[config.mk]
export PLATFORM = sky130hd
export DESIGN_NAME = iolm_top
export DESIGN_NICKNAME = d
export VERILOG_FILES = /design/src/core/iolm_pkg.sv /design/src/core/iolm_line_cell.sv /design/src/core/iolm_top.sv
export VERILOG_INCLUDE_DIRS = /design/src /design/src/core
export SDC_FILE = /design/constraint.sdc
export NUM_CORES = 1
export LEC_CHECK = 0
export ABC_AREA = 1
export ABC_CLOCK_PERIOD_IN_PS = 3310
export BUFFER_PORTS_ARGS = -buffer_cell sky130_fd_sc_hd__buf_2
export CORE_MARGIN = 5
export CORE_UTILIZATION = 54
export CTS_CLUSTER_DIAMETER = 40
export DETAILED_ROUTE_END_ITERATION = 12
export GPL_ROUTABILITY_DRIVEN = 0
export PLACE_DENSITY = 0.95
export SETUP_SLACK_MARGIN = 0.1
export SYNTH_ARGS = -nofsm -noshare
export SYNTH_HDL_FRONTEND = slang
export SYNTH_SLANG_ARGS = --single-unit
[constraint.sdc]
create_clock -name REF_CLK -period 3.31 [get_ports REF_CLK]
set_input_delay 0.331 -clock REF_CLK [delete_from_list [all_inputs] [get_ports REF_CLK]]
set_output_delay 0.331 -clock REF_CLK [all_outputs]
set_load 0.02 [all_outputs]
[src/core/iolm_map.svh]
// Purpose: register offsets, reset values and field widths of the I/O line mux block
// Assumes: APB with 32-bit data, one aligned word per register
// Notes: every register bit n acts on I/O line n only
`ifndef IOLM_MAP_SVH
`define IOLM_MAP_SVH

`define IOLM_LINES 32
`define IOLM_AW 8

`define IOLM_OFF_OUTPUT_DATA_LATCH 8'h00
`define IOLM_OFF_PERIPH_A_SELECT 8'h04
`define IOLM_OFF_PERIPH_B_SELECT 8'h08
`define IOLM_OFF_PERIPH_ASSIGN_STATUS 8'h0C
`define IOLM_OFF_OUTPUT_WRITE_UNMASK 8'h10
`define IOLM_OFF_OUTPUT_WRITE_MASK 8'h14
`define IOLM_OFF_OUTPUT_WRITE_MASK_STATUS 8'h18
`define IOLM_OFF_LINE_PIO_OWN 8'h1C

`define IOLM_RST_OUTPUT_DATA_LATCH 32'h0000_0000
`define IOLM_RST_PERIPH_ASSIGN_STATUS 32'h0000_0000
`define IOLM_RST_OUTPUT_WRITE_MASK_STATUS 32'h0000_0000
`define IOLM_RST_LINE_PIO_OWN 32'hFFFF_FFFF
`define IOLM_RDATA_ZERO 32'h0000_0000

`endif

[src/core/iolm_pkg.sv]
// Purpose: shared types of the I/O line mux block
// Assumes: 32 I/O lines
// Notes: constants live in iolm_map.svh
package iolm_pkg;

  // one drive bundle: level and output enable per line
  typedef struct packed
  {
    logic [31:0] level;
    logic [31:0] enable;
  } iolm_drive_t;

  // apb request as seen by the slave
  typedef struct packed
  {
    logic psel;
    logic penable;
    logic pwrite;
    logic [7:0] paddr;
    logic [31:0] pwdata;
  } iolm_apb_req_t;

endpackage

[src/core/iolm_line_cell.sv]
// Purpose: steering of one I/O line between the PIO latch and peripherals A and B
// Assumes: all inputs synchronous to the block clock
// Notes: purely combinational; the selects come from flip-flops in the parent
`timescale 1ns/10ps
module iolm_line_cell
(
  input wire logic pio_own,
  input wire logic sel_b,
  input wire logic latch_level,
  input wire logic a_level,
  input wire logic a_enable,
  input wire logic b_level,
  input wire logic b_enable,
  input wire logic pad_in,
  output logic pad_level,
  output logic pad_enable,
  output logic a_in,
  output logic b_in
);

  always_comb
  begin
    if (pio_own)
    begin
      // latch one means high, zero means low
      pad_level = latch_level;
      pad_enable = 1'b1;
    end
    else if (sel_b)
    begin
      pad_level = b_level;
      pad_enable = b_enable;
    end
    else
    begin
      pad_level = a_level;
      pad_enable = a_enable;
    end
  end

  // a peripheral only sees the pad while the line is its own
  assign a_in = pad_in & ~pio_own & ~sel_b;
  assign b_in = pad_in & ~pio_own & sel_b;

endmodule

[src/core/iolm_top.sv]
// Purpose: APB slave and per-line control for a 32-line I/O port with A/B peripheral mux
// Assumes: REF_CLK 25 MHz, RST_N synchronous active low, zero-wait APB
// Notes: read data is captured in the setup cycle, so every transfer ends in two cycles
//
// Register access over APB and the placing of the registers were chosen for this implementation.
`include "iolm_map.svh"
`timescale 1ns/10ps
module iolm_top
(
  input wire logic REF_CLK,
  input wire logic RST_N,
  input wire logic PSEL,
  input wire logic PENABLE,
  input wire logic PWRITE,
  input wire logic [7:0] PADDR,
  input wire logic [31:0] PWDATA,
  output logic [31:0] PRDATA,
  output logic PREADY,
  output logic PSLVERR,
  input wire iolm_pkg::iolm_drive_t PERA_DRV,
  input wire iolm_pkg::iolm_drive_t PERB_DRV,
  output logic [31:0] PERA_IN,
  output logic [31:0] PERB_IN,
  input wire logic [31:0] LINE_IN,
  output iolm_pkg::iolm_drive_t LINE_DRV
);

  iolm_pkg::iolm_apb_req_t req;
  logic setup_phase;
  logic wr_fire;
  logic hit_odl;
  logic hit_asel;
  logic hit_bsel;
  logic hit_absr;
  logic hit_ower;
  logic hit_owdr;
  logic hit_owsr;
  logic hit_own;
  logic addr_mapped;
  logic [31:0] odl;
  logic [31:0] absr;
  logic [31:0] owsr;
  logic [31:0] pio_own;
  logic [31:0] next_odl;
  logic [31:0] next_rdata;
  logic next_slverr;

  assign req.psel = PSEL;
  assign req.penable = PENABLE;
  assign req.pwrite = PWRITE;
  assign req.paddr = PADDR;
  assign req.pwdata = PWDATA;

  // address decode
  assign hit_odl = (req.paddr == `IOLM_OFF_OUTPUT_DATA_LATCH);
  assign hit_asel = (req.paddr == `IOLM_OFF_PERIPH_A_SELECT);
  assign hit_bsel = (req.paddr == `IOLM_OFF_PERIPH_B_SELECT);
  assign hit_absr = (req.paddr == `IOLM_OFF_PERIPH_ASSIGN_STATUS);
  assign hit_ower = (req.paddr == `IOLM_OFF_OUTPUT_WRITE_UNMASK);
  assign hit_owdr = (req.paddr == `IOLM_OFF_OUTPUT_WRITE_MASK);
  assign hit_owsr = (req.paddr == `IOLM_OFF_OUTPUT_WRITE_MASK_STATUS);
  assign hit_own = (req.paddr == `IOLM_OFF_LINE_PIO_OWN);
  assign addr_mapped = hit_odl | hit_asel | hit_bsel | hit_absr | hit_ower | hit_owdr
                       | hit_owsr | hit_own;

  assign setup_phase = req.psel & ~req.penable;
  // no wait states: the access phase always completes
  assign PREADY = 1'b1;
  assign wr_fire = req.psel & req.penable & req.pwrite & PREADY;

  // peripheral assignment: set bits pick A or B, zero bits leave the line alone
  always_ff @(posedge REF_CLK)
  begin
    if (!RST_N)
    begin
      absr <= `IOLM_RST_PERIPH_ASSIGN_STATUS;
    end
    else if (wr_fire && hit_asel)
    begin
      absr <= absr & ~req.pwdata;
    end
    else if (wr_fire && hit_bsel)
    begin
      absr <= absr | req.pwdata;
    end
  end

  // output write mask: one means latch writes reach the line
  always_ff @(posedge REF_CLK)
  begin
    if (!RST_N)
    begin
      owsr <= `IOLM_RST_OUTPUT_WRITE_MASK_STATUS;
    end
    else if (wr_fire && hit_ower)
    begin
      owsr <= owsr | req.pwdata;
    end
    else if (wr_fire && hit_owdr)
    begin
      owsr <= owsr & ~req.pwdata;
    end
  end

  // masked bits keep their old value, so a full-word write cannot disturb them
  always_comb
  begin
    next_odl = (req.pwdata & owsr) | (odl & ~owsr);
  end

  always_ff @(posedge REF_CLK)
  begin
    if (!RST_N)
    begin
      odl <= `IOLM_RST_OUTPUT_DATA_LATCH;
    end
    else if (wr_fire && hit_odl)
    begin
      odl <= next_odl;
    end
  end

  // line ownership: one hands the line to the data latch, zero to a peripheral
  always_ff @(posedge REF_CLK)
  begin
    if (!RST_N)
    begin
      pio_own <= `IOLM_RST_LINE_PIO_OWN;
    end
    else if (wr_fire && hit_own)
    begin
      pio_own <= req.pwdata;
    end
  end

  // read mux; write-only registers read as zero
  always_comb
  begin
    next_rdata = `IOLM_RDATA_ZERO;
    next_slverr = 1'b0;
    if (hit_odl)
    begin
      next_rdata = odl;
    end
    else if (hit_absr)
    begin
      next_rdata = absr;
    end
    else if (hit_owsr)
    begin
      next_rdata = owsr;
    end
    else if (hit_own)
    begin
      next_rdata = pio_own;
    end
    if (!addr_mapped)
    begin
      next_slverr = 1'b1;
    end
  end

  // captured at the setup edge, held through the access phase
  always_ff @(posedge REF_CLK)
  begin
    if (!RST_N)
    begin
      PRDATA <= `IOLM_RDATA_ZERO;
      PSLVERR <= 1'b0;
    end
    else if (setup_phase)
    begin
      PRDATA <= req.pwrite ? `IOLM_RDATA_ZERO : next_rdata;
      PSLVERR <= next_slverr;
    end
  end

  // one steering cell per line, bit n wired only to line n
  genvar gi;
  generate
    for (gi = 0; gi < `IOLM_LINES; gi = gi + 1)
    begin : g_line
      iolm_line_cell u_cell
      (
        .pio_own(pio_own[gi]),
        .sel_b(absr[gi]),
        .latch_level(odl[gi]),
        .a_level(PERA_DRV.level[gi]),
        .a_enable(PERA_DRV.enable[gi]),
        .b_level(PERB_DRV.level[gi]),
        .b_enable(PERB_DRV.enable[gi]),
        .pad_in(LINE_IN[gi]),
        .pad_level(LINE_DRV.level[gi]),
        .pad_enable(LINE_DRV.enable[gi]),
        .a_in(PERA_IN[gi]),
        .b_in(PERB_IN[gi])
      );
    end
  endgenerate

  // assertions

  a_asel_clears_bits: assert property (
    @(posedge REF_CLK) disable iff (!RST_N)
    (wr_fire && hit_asel) |=> ((absr & $past(req.pwdata)) == 32'h0000_0000))
    else $error("a select write left a line on peripheral B");

  a_bsel_sets_bits: assert property (
    @(posedge REF_CLK) disable iff (!RST_N)
    (wr_fire && hit_bsel) |=> ((absr & $past(req.pwdata)) == $past(req.pwdata)))
    else $error("b select write did not move a line to peripheral B");

  a_absr_read_view: assert property (
    @(posedge REF_CLK) disable iff (!RST_N)
    (setup_phase && !req.pwrite && hit_absr) |=> (PRDATA == $past(absr)))
    else $error("assignment status read does not match the line choice");

  a_ower_sets_mask: assert property (
    @(posedge REF_CLK) disable iff (!RST_N)
    (wr_fire && hit_ower) |=> ((owsr & $past(req.pwdata)) == $past(req.pwdata)))
    else $error("unmask write did not open the line");

  a_owdr_clears_mask: assert property (
    @(posedge REF_CLK) disable iff (!RST_N)
    (wr_fire && hit_owdr) |=> ((owsr & $past(req.pwdata)) == 32'h0000_0000))
    else $error("mask write did not close the line");

  a_owsr_read_view: assert property (
    @(posedge REF_CLK) disable iff (!RST_N)
    (setup_phase && !req.pwrite && hit_owsr) ##1 (req.psel && req.penable)
    |-> (PRDATA == $past(owsr, 1)))
    else $error("write mask status read is wrong");

  a_other_bits_hold: assert property (
    @(posedge REF_CLK) disable iff (!RST_N)
    (wr_fire && (hit_asel || hit_bsel))
    |=> ((absr & ~$past(req.pwdata)) == ($past(absr) & ~$past(req.pwdata))))
    else $error("a select write touched a line whose bit was zero");

  a_masked_latch_write: assert property (
    @(posedge REF_CLK) disable iff (!RST_N)
    (wr_fire && hit_odl)
    |=> ((odl & ~$past(owsr)) == ($past(odl) & ~$past(owsr)))
        && ((odl & $past(owsr)) == ($past(req.pwdata) & $past(owsr))))
    else $error("output data write ignored the write mask");

  a_line_level_follows: assert property (
    @(posedge REF_CLK) disable iff (!RST_N)
    ((LINE_DRV.level & pio_own) == (odl & pio_own))
    && ((LINE_DRV.enable & pio_own) == pio_own))
    else $error("pio owned line does not follow the data latch");

  a_line_to_periph: assert property (
    @(posedge REF_CLK) disable iff (!RST_N)
    ((LINE_DRV.level & ~pio_own & ~absr) == (PERA_DRV.level & ~pio_own & ~absr))
    && ((LINE_DRV.level & ~pio_own & absr) == (PERB_DRV.level & ~pio_own & absr)))
    else $error("peripheral line driven by the wrong function");

  a_mask_stable_idle: assert property (
    @(posedge REF_CLK) disable iff (!RST_N)
    !(wr_fire && (hit_ower || hit_owdr)) |=> $stable(owsr))
    else $error("write mask changed without a mask write");

  // register bus view of the data latch, of the write-only words and of refused transfers
  a_sel_reads_zero: assert property (
    @(posedge REF_CLK) disable iff (!RST_N)
    (setup_phase && !req.pwrite && (hit_asel || hit_bsel))
    |=> (PRDATA == 32'h0000_0000))
    else $error("a peripheral select word read back non-zero");

  a_mask_reads_zero: assert property (
    @(posedge REF_CLK) disable iff (!RST_N)
    (setup_phase && !req.pwrite && (hit_ower || hit_owdr))
    |=> (PRDATA == 32'h0000_0000))
    else $error("a write mask command word read back non-zero");

  a_odl_read_view: assert property (
    @(posedge REF_CLK) disable iff (!RST_N)
    (setup_phase && !req.pwrite && hit_odl) |=> (PRDATA == $past(odl)))
    else $error("output data read does not match the latch");

  a_unmapped_errors: assert property (
    @(posedge REF_CLK) disable iff (!RST_N)
    (setup_phase && !addr_mapped) |=> (PSLVERR && (PRDATA == 32'h0000_0000)))
    else $error("unmapped word did not answer with an error");

  // state changes only through its own command words
  a_absr_only_select: assert property (
    @(posedge REF_CLK) disable iff (!RST_N)
    !(wr_fire && (hit_asel || hit_bsel)) |=> $stable(absr))
    else $error("assignment status changed without a select write");

  a_absr_write_ignored: assert property (
    @(posedge REF_CLK) disable iff (!RST_N)
    (wr_fire && hit_absr) |=> $stable(absr))
    else $error("a write to the assignment status changed it");

  a_owsr_write_ignored: assert property (
    @(posedge REF_CLK) disable iff (!RST_N)
    (wr_fire && hit_owsr) |=> $stable(owsr))
    else $error("a write to the write mask status changed it");

  a_unmask_other_bits: assert property (
    @(posedge REF_CLK) disable iff (!RST_N)
    (wr_fire && hit_ower)
    |=> ((owsr & ~$past(req.pwdata)) == ($past(owsr) & ~$past(req.pwdata))))
    else $error("unmask write touched a line whose bit was zero");

  a_mask_other_bits: assert property (
    @(posedge REF_CLK) disable iff (!RST_N)
    (wr_fire && hit_owdr)
    |=> ((owsr & ~$past(req.pwdata)) == ($past(owsr) & ~$past(req.pwdata))))
    else $error("mask write touched a line whose bit was zero");

  a_latch_only_write: assert property (
    @(posedge REF_CLK) disable iff (!RST_N)
    !(wr_fire && hit_odl) |=> $stable(odl))
    else $error("output data latch changed without a latch write");

  a_masked_line_holds: assert property (
    @(posedge REF_CLK) disable iff (!RST_N)
    (wr_fire && hit_odl)
    |=> ((LINE_DRV.level & pio_own & ~$past(owsr)) == ($past(odl) & pio_own & ~$past(owsr))))
    else $error("a masked line moved on an output data write");

  a_unmask_line_follows: assert property (
    @(posedge REF_CLK) disable iff (!RST_N)
    (wr_fire && hit_odl)
    |=> ((LINE_DRV.level & pio_own & $past(owsr)) == ($past(req.pwdata) & pio_own & $past(owsr))))
    else $error("an unmasked line did not take the written level");

  // pad routing to and from the peripherals
  a_pera_gated_in: assert property (
    @(posedge REF_CLK) disable iff (!RST_N)
    PERA_IN == (LINE_IN & ~pio_own & ~absr))
    else $error("peripheral A input does not follow its own lines");

  a_perb_gated_in: assert property (
    @(posedge REF_CLK) disable iff (!RST_N)
    PERB_IN == (LINE_IN & ~pio_own & absr))
    else $error("peripheral B input does not follow its own lines");

  a_pera_enable_route: assert property (
    @(posedge REF_CLK) disable iff (!RST_N)
    (LINE_DRV.enable & ~pio_own & ~absr) == (PERA_DRV.enable & ~pio_own & ~absr))
    else $error("line enable does not follow peripheral A");

  a_perb_enable_route: assert property (
    @(posedge REF_CLK) disable iff (!RST_N)
    (LINE_DRV.enable & ~pio_own & absr) == (PERB_DRV.enable & ~pio_own & absr))
    else $error("line enable does not follow peripheral B");

endmodule

==> reports/results.tsv <==
metric	value	unit
Cell variety after synth	27	
Pre-Repair DR Iteration Count	7	
setup TNS	0	ns
CTS resizes	0	
Slew HR	36.68	%
status	completed	
synthesized instance count	1496	
Reg2Reg Depth	4	
worst hold stages	3	
Mapped Nets	1701	
CTS clk-pin slew, worst paths	0.06	ns
Die Y-Extent	145.2	microns
Synth area leaders	dfxtp_1 33%, nand2_1 11%, buf_4 11%, a21oi_1 8.2%, nand3_1 6.6%	
Tmin final	1.863	ns
Remaining DRCs	0	
crit path launch type	input pin	
WHS	0.1652	ns
via count	10955	
clk buf depth	2	
Synth top area share	32.67	%
WS Path Type	input pin to register	
Final period util	56.27	%
clock network power share	46.6	%
H-tree depth	4	
Synth warnings	0	
nets	1897	
core area	17960	sq um
diode count	0	
final hold viol count	0	
commonest non-fill, non-tap cell in the layout	buf_2	
FF-to-FF Start	pio_own[1]$_SDFFE_PN1P_	
Setup Skew	0.008991	ns
Max FO, Critical Path	32	
latest clock arrival within the worst-skew pair	0.43	ns
WP data required	3.61	ns
clk root buf	clkbuf_16	
Static Leak	5.679	nW
final WL	32.06	mm
Reg power frac	45.4	%
setup ws final	1.447	ns
Max Fclk	536.9	MHz
initial antenna violation count	2	
Ports	367	
final core occ	63.26	%
global route overflow	0	
overall power	4.276	mW
Mapped Avg Cell Area	6.595	sq um
Max Slew Vio Count	0	
All-Layer GR Usage	28.60	%
CTS tree	built	
RSZ-0062 raised after global routing	false	
setup bufs post-CTS	0	
crit path capture type	register	
design internal power	3.285	mW
Die W	145.2	microns
die area	21070	sq um
synthesis-to-finish area growth	15.18	%
synthesized area	9866	sq um
Starting Density	54.92	%
# Max-Cap Violations	0	
worst ir drop on vdd	480.2	uV
HP Class	input pin to register	
Net Sw Frac	23.16	%
vias in the first global route	10576	
arrival time at the worst endpoint	2.17	ns
clock sink count	161	
# port buffers	365	
DRT antenna net count	0	
Setup WS pre-CTS	1.060	ns
dpl hpwl	22.21	mm
register bit count reported by yosys	161	
worst setup path startpoint	PADDR[7]	
register area share after synthesis	32.67	%
wire per inst	16.60	microns
Psw	0.9903	mW
num rows	49	
Power Density	376.3	nW/um^2
Slew @ Worst Pin	0.9476	ns
vias per inst	5.673	
pin count of the biggest net entering global routing	65	
proportion of power drawn by combinational gates	8.0	%
CTS Buf Count	17	
Yosys top cell by area	dfxtp_1	
most frequent cells in the layout	365 x buf_2, 295 x nand2_1, 168 x inv_1	
DRT iter0 DRCs	788	
Post-CTS Hold Fix Bufs	0	
share of layout cells above drive strength 1	26.62	%
Hold Startpoint	PWDATA[19]	
first-pass GRT wire length	50.85	mm
Final setup viols	0	
metal layers:
metal	part of all wire [%]	up-vias	global-route usage (%)
li1	-	5197	-
met1	36	4957	32.05
met2	50	687	50.69
met3	10	110	7.203
met4	3.7	4	13.53
met5	0.066	-	0
final cells by class:
cell class,instances,area (sq um)
fill,1563,6600
multi-input combinational,959,4651
sequential,161,3223
timing repair buffer,380,1977
inverter,173,650.6
clock buffer,23,467.9
tap,229,286.5
clock inverter,6,107.6
cell usage after synthesis, drive strengths merged:
master  instances
conb            1
nand2         297
a21oi         192
nor4            1
dfxtp         161
nor3           96
buf           170
or2             1
inv           172
o21ai         162
nand4           1
clkbuf         33
nor2           43
a22oi          32
a41oi           1
nand3         132
clkinv          1
logic make-up after synthesis:
| group | Yosys count | synth area share (%) |
|---|---|---|
| compound gates | 387 | 21.62 |
| buf+inv | 376 | 20.47 |
| flops | 161 | 32.67 |
| other cells | 1 | 0.03801 |
| simple gates | 571 | 25.20 |
power by group through the flow:
stage | sequential [mW] | clock, mW | combinational, mW
final | 1.94 | 1.99 | 0.343
after CTS | 1.94 | 1.99 | 0.338
after global placement | 1.98 | 0 | 0.324
after floorplan | 1.99 | 0 | 0.150
after global routing | 1.94 | 2.07 | 0.374
after detailed placement | 1.98 | 0 | 0.336
worst max-delay path: stages:
cell	delay (ns)
buf_2	0.10
nor2_1	0.19
nand2_1	0.17
inv_2	0.10
nand2_2	0.07
nor2_4	0.68
nand2_1	0.21
o21ai_0	0.25
a21oi_1	0.07
metrics by stage:
stage	instances	instance area (sq um)
after CTS	1931	11360
after detailed placement	1902	10790
final	1931	11360
after global routing	1931	11360
after floorplan	1496	9866
after global placement	1902	10790
final timing paths:
kind / slack, ns / end
setup / recovery: 1.45 / register
hold / removal: 0.17 / pio_own[19]$_SDFFE_PN1P_
setup reg to reg: 2.35 / PRDATA[1]$_SDFFE_PN0P_
hold reg to reg: 0.46 / PRDATA[0]$_SDFFE_PN0P_
Note: power is estimated with default switching activity, not from simulation.
